**config.mk**
```make
export PLATFORM = sky130hd
export DESIGN_NAME = tcc_values
export DESIGN_NICKNAME = d
export VERILOG_FILES = /design/src/tcc_pkg.sv /design/src/tcc_values.sv
export SDC_FILE = /design/constraint.sdc
export NUM_CORES = 1
export LEC_CHECK = 0
export ABC_AREA = 0
export BUFFER_PORTS_ARGS = -buffer_cell sky130_fd_sc_hd__buf_4
export CORE_MARGIN = 2
export CORE_UTILIZATION = 45
export CTS_CLUSTER_SIZE = 30
export DETAILED_ROUTE_END_ITERATION = 10
export GPL_TIMING_DRIVEN = 0
export PLACE_DENSITY_LB_ADDON = 0.1
export SLEW_MARGIN = 40
export SYNTH_ARGS = -nofsm -noshare
export SYNTH_HDL_FRONTEND = slang
export SYNTH_SLANG_ARGS = --single-unit
```
**constraint.sdc**
```tcl
create_clock -name ref_clk -period 5.6 [get_ports ref_clk]
set_input_delay 0 -clock ref_clk [delete_from_list [all_inputs] [get_ports ref_clk]]
set_output_delay 0 -clock ref_clk [all_outputs]
set_load 0.05 [all_outputs]
```
**src/tcc_pkg.sv**
```systemverilog
// Constants shared by the capture/compare value block
package tcc_pkg;
    localparam int unsigned NUM_CH = 3;
    localparam int unsigned VAL_W = 16;
    localparam int unsigned ADDR_W = 8;
    localparam logic [7:0] COMPARE_VALUE_CH1_OFS = 8'h34;
    localparam logic [7:0] COMPARE_VALUE_CH2_OFS = 8'h38;
    localparam logic [7:0] COMPARE_VALUE_CH3_OFS = 8'h3C;
    localparam logic [15:0] VALUE_RESET = 16'h0000;
    localparam logic [15:0] RESERVED_READ = 16'h0000;
endpackage

```
**src/tcc_values.sv**
```systemverilog
// Value registers, preload, compare and capture for three channels
`timescale 1ns/100ps

module tcc_values #(
    parameter int unsigned VAL_W = tcc_pkg::VAL_W
) (
    input wire logic ref_clk,
    input wire logic reset,
    input wire logic clk_en,
    input wire logic [7:0] addr,
    input wire logic [31:0] wdata,
    input wire logic wr_stb,
    input wire logic rd_stb,
    output logic [31:0] rdata,
    input wire logic [VAL_W-1:0] main_counter_value,
    input wire logic update_event,
    input wire logic [2:0] ch_is_input,
    input wire logic ch1_preload_enable,
    input wire logic ch2_preload_enable,
    input wire logic ch3_preload_enable,
    input wire logic ch1_capture_event,
    input wire logic ch2_capture_event,
    input wire logic ch3_capture_event,
    output logic ch1_compare_output,
    output logic ch2_compare_output,
    output logic ch3_compare_output,
    output logic [VAL_W-1:0] ch1_active_value,
    output logic [VAL_W-1:0] ch2_active_value,
    output logic [VAL_W-1:0] ch3_active_value
);

    logic [VAL_W-1:0] value_q [3];
    logic [VAL_W-1:0] active_q [3];
    logic [2:0] cmp_q;
    logic [31:0] rdata_q;
    wire [2:0] sel;
    wire [2:0] pe;
    wire [2:0] cap;
    wire hit;
    wire [VAL_W-1:0] rd_val;

    // Full byte-offset match, so no register aliases into a neighbour
    function automatic logic offset_match(
        input logic [tcc_pkg::ADDR_W-1:0] a,
        input logic [tcc_pkg::ADDR_W-1:0] ofs
    );
        return a == ofs;
    endfunction

    assign sel[0] = offset_match(addr, tcc_pkg::COMPARE_VALUE_CH1_OFS);
    assign sel[1] = offset_match(addr, tcc_pkg::COMPARE_VALUE_CH2_OFS);
    assign sel[2] = offset_match(addr, tcc_pkg::COMPARE_VALUE_CH3_OFS);
    assign hit = |sel;
    assign pe = {ch3_preload_enable, ch2_preload_enable, ch1_preload_enable};
    assign cap = {ch3_capture_event, ch2_capture_event, ch1_capture_event};
    // Unmapped addresses read as zero
    assign rd_val = sel[0] ? value_q[0] :
                    sel[1] ? value_q[1] :
                    sel[2] ? value_q[2] : '0;

    for (genvar i = 0; i < 3; i++) begin : g_ch
        // Capture wins over a same-cycle software write on input channels
        always_ff @(posedge ref_clk or posedge reset) begin
            if (reset) begin
                value_q[i] <= tcc_pkg::VALUE_RESET;
            end else if (clk_en) begin
                if (ch_is_input[i] && cap[i]) begin
                    value_q[i] <= main_counter_value;
                end else if (wr_stb && sel[i]) begin
                    value_q[i] <= wdata[VAL_W-1:0];
                end
            end
        end

        always_ff @(posedge ref_clk or posedge reset) begin
            if (reset) begin
                active_q[i] <= tcc_pkg::VALUE_RESET;
            end else if (clk_en && !ch_is_input[i]) begin
                if (!pe[i]) begin
                    active_q[i] <= value_q[i];
                end else if (update_event) begin
                    active_q[i] <= value_q[i];
                end
            end
        end

        // Registered match: one cycle late, but free of decode glitches
        always_ff @(posedge ref_clk or posedge reset) begin
            if (reset) begin
                cmp_q[i] <= 1'b0;
            end else if (clk_en) begin
                cmp_q[i] <= !ch_is_input[i] &&
                    (main_counter_value == active_q[i]);
            end
        end
    end

    always_ff @(posedge ref_clk or posedge reset) begin
        if (reset) begin
            rdata_q <= {tcc_pkg::RESERVED_READ, tcc_pkg::VALUE_RESET};
        end else if (clk_en && rd_stb) begin
            rdata_q <= {tcc_pkg::RESERVED_READ, rd_val};
        end
    end

    assign rdata = rdata_q;
    assign ch1_compare_output = cmp_q[0];
    assign ch2_compare_output = cmp_q[1];
    assign ch3_compare_output = cmp_q[2];
    assign ch1_active_value = active_q[0];
    assign ch2_active_value = active_q[1];
    assign ch3_active_value = active_q[2];

    // Same checks on every channel, so no channel is left unwatched
    for (genvar j = 0; j < 3; j++) begin : g_chk

    end
endmodule

```
==> results_dict.tcl <==
set metrics [dict create \
    status "finished, final reports clean" \
    rows 42 \
    p_leak_nw 3.507 \
    syn_area_per_cell_um2 11.97 \
    totalWireLength_mm 17.00 \
    fin_skew_ns 0.007447 \
    relSlewSlack_pct 52.03 \
    start_util_pct 45.64 \
    start_kind "primary input" \
    die_y_um 119.2 \
    yosysSeqAreaShare_pct 48.19 \
    critPathMaxFanout 10 \
    worst_pin_slew_ns 0.7177 \
    insertion_delay_ns 0.42 \
    dp_hpwl_mm 12.84 \
    final_cell_area_um2 7846 \
    fin_nets 730 \
    grt_max_degree 73 \
    grt_use_total_pct 24.36 \
    synth_seq_cells 115 \
    globalplace.congestion 0.8710 \
    placed_area_um2 7088 \
    fin_crit_ns 2.004 \
    drt-pass1-iter-count 5 \
    clock-sinks 115 \
    hold_viol 0 \
    numPortBuffers 105 \
    htree_levels 4 \
    clock-root-buffer "clkbuf_16" \
    holdBufCountCts 20 \
    syn_inst 499 \
    seq_area_um2 2878 \
    yosys_warnings 0 \
    cts_tree "built" \
    drcViolationCount 0 \
    layout-area-overhead-vs-synth_pct 31.38 \
    vias 4565 \
    hold_ws_ns 0.04101 \
    cts_made_buffers 17 \
    ios 154 \
    clk_pin_slew_ns 0.05 \
    grt_overflow_total 0 \
    hold_path.class "primary input to flop" \
    clk_path_buf_depth 2 \
    vias_per_cell 5.402 \
    die_area_um2 14210 \
    synth_flop_cell "dfrtp_1" \
    rsz0062_at_grt "no" \
    cp.required_ns 5.90 \
    synth_async_sr_flop_share_pct 100.0 \
    fillerInstances 1078 \
    utilization_pct 59.96 \
    wire_per_inst_um 20.12 \
    max-cap-violations 0 \
    multi_input_area_um2 2840 \
    yosysUniqueCellTypes 35 \
    maxSlewViolCount 0 \
    drive_gt1_share_pct 41.85 \
    worstSetupPathType "primary input to flop" \
    max_freq_mhz 499.0 \
    final-setup-viol-count 0 \
    fp.coreArea_um2 13090 \
    arrival_ns 2.30 \
    n_antenna_cell 0 \
    end_kind "flop" \
    p_total_mw 3.257 \
    peakVddDrop_mv 0.2103 \
    grt_pass1_vias 4458 \
    synth_area_um2 5972 \
    die_w_um 119.2 \
    grt_pass1_wl_mm 25.75 \
    tns_ns 0 \
    post_cts_buffers 0 \
    cellPowerDensity_nw_per_um2 415.1 \
    antenna_found_initial 0 \
    synth_edf_count 0 \
    post-route-period-util_pct 35.78 \
    drt_iter0_drc 379 \
    cts_resized 0 \
    postRouteAntennaNets 0 \
]
==> stage by stage <==
| step | setup WS (ns) | std cells |
|---|---|---|
| 6_report | 3.596 | 845 |
| 5_1_grt | 3.502 | 845 |
| 4_1_cts | 3.589 | 845 |
| 3_5_place_dp | 3.226 | 796 |
| 3_3_place_gp | 1.235 | 795 |
| 2_1_floorplan | 2.556 | 514 |
==> cells in the final DEF, fill, tap and decap left out, types with 3 or more instances in the layout <==
| cell | instances |
|---|---|
| a21boi_0 | 16 |
| a2bb2oi_1 | 16 |
| buf_2 | 6 |
| buf_4 | 123 |
| clkbuf_1 | 36 |
| clkbuf_16 | 17 |
| clkbuf_8 | 3 |
| clkinv_2 | 4 |
| conb_1 | 16 |
| dfrtp_1 | 115 |
| dlygate4sd3_1 | 20 |
| inv_1 | 5 |
| mux2_2 | 112 |
| nand2_1 | 23 |
| nand4_1 | 3 |
| nor2b_1 | 3 |
| nor3_1 | 3 |
| nor4_1 | 9 |
| o21ai_0 | 32 |
| o221a_1 | 10 |
| o221a_2 | 6 |
| o22a_1 | 16 |
| o22ai_1 | 3 |
| xnor2_1 | 3 |
| xor2_1 | 45 |
==> logic make-up after synthesis <==
kind of cell,count (synthesis),share of synthesized area (%)
flip-flops,115,48.19
multiplexers,112,21.12
AO/OA/AOI/OAI,103,13.14
buffers and inverters,65,5.468
AND/OR/NAND/NOR,55,4.986
XOR/XNOR,48,7.040
other,1,0.06279
==> final timing paths <==
check / startpoint / to / slack (ns) / cells after the start
worst max-delay path: ch_is_input[2] / value_q[4]$_DFFE_PP0P_ / 3.60 / 8
worst min-delay path: addr[2] / rdata[3]$_DFFE_PP0P_ / 0.04 / 4
worst max register to register: ch3_active_value[9]$_DFFE_PP0P_ / ch3_compare_output$_DFFE_PP0P_ / 4.13 / 4
worst min register to register: rdata[6]$_DFFE_PP0P_ / rdata[6]$_DFFE_PP0P_ / 0.49 / 2
max in group asynchronous: reset / ch2_active_value[12]$_DFFE_PP0P_ / 4.82 / 4
min in group asynchronous: reset / ch1_active_value[0]$_DFFE_PP0P_ / 0.13 / 3
==> synthesized netlist by cell type (2+ instances only) <==
cell	number	area share (%)
a21boi_0	16	2.0
a2bb2oi_1	16	2.3
and2_1	2	0.21
buf_2	6	0.50
buf_4	18	2.3
clkbuf_1	33	2.1
dfrtp_1	115	48
inv_1	6	0.38
mux2_2	112	21
nand2_1	23	1.4
nand3b_1	2	0.25
nand4_1	3	0.31
nor2b_1	3	0.31
nor3_1	3	0.25
nor3b_1	2	0.25
nor4_1	9	0.94
o21ai_0	32	2.7
o21ai_1	2	0.17
o221a_1	10	1.9
o221a_2	6	1.1
o22a_1	16	2.3
o22ai_1	3	0.31
o31ai_1	2	0.25
or3_1	2	0.21
xnor2_1	3	0.44
xor2_1	45	6.6
==> critical path, cell delays in order <==
cell and delay, ns:
dlygate4sd3_1 0.53, buf_4 0.11, nand2_1 0.26, o31ai_1 0.15, and2_1 0.15, clkbuf_1 0.39, buf_2 0.35, mux2_2 0.37
==> layer usage <==
layer | share of wire [%] | GRT usage, % | routed length (um) | vias up
met5 | 0 | 0 | 0 | -
met4 | 1.6 | 7.664 | 280 | 0
met3 | 6.0 | 5.987 | 1025 | 20
met2 | 46 | 36.46 | 7757 | 174
met1 | 47 | 34.86 | 7936 | 2272
li1 | - | - | - | 2099
==> area by class of cell <==
| type | instances | share of cell area, % |
|---|---|---|
| Buffer | 59 | 3.875 |
| Clock buffer | 23 | 6.092 |
| Clock inverter | 6 | 1.021 |
| Inverter | 6 | 0.3827 |
| Multi-Input combinational cell | 334 | 36.20 |
| Sequential cell | 115 | 36.68 |
| Tap cell | 176 | 2.807 |
| Timing Repair Buffer | 126 | 12.95 |
==> state kept, by name, indices dropped and copies added (netlist names) <==
name                flops
value_q                48
ch1_active_value       16
ch2_active_value       16
ch3_active_value       16
rdata                  16
ch1_compare_output      1
ch2_compare_output      1
ch3_compare_output      1
==> report_power, final <==
group / total, mW / leakage (nW) / internal, mW / switching [mW]
registers: 1.17 / 1.44 / 1.00 / 0.165
clock network: 1.03 / 0.279 / 0.678 / 0.356
logic: 1.05 / 1.79 / 0.406 / 0.649
total: 3.26 / 3.51 / 2.09 / 1.17
(Power assumes the default switching activity.)
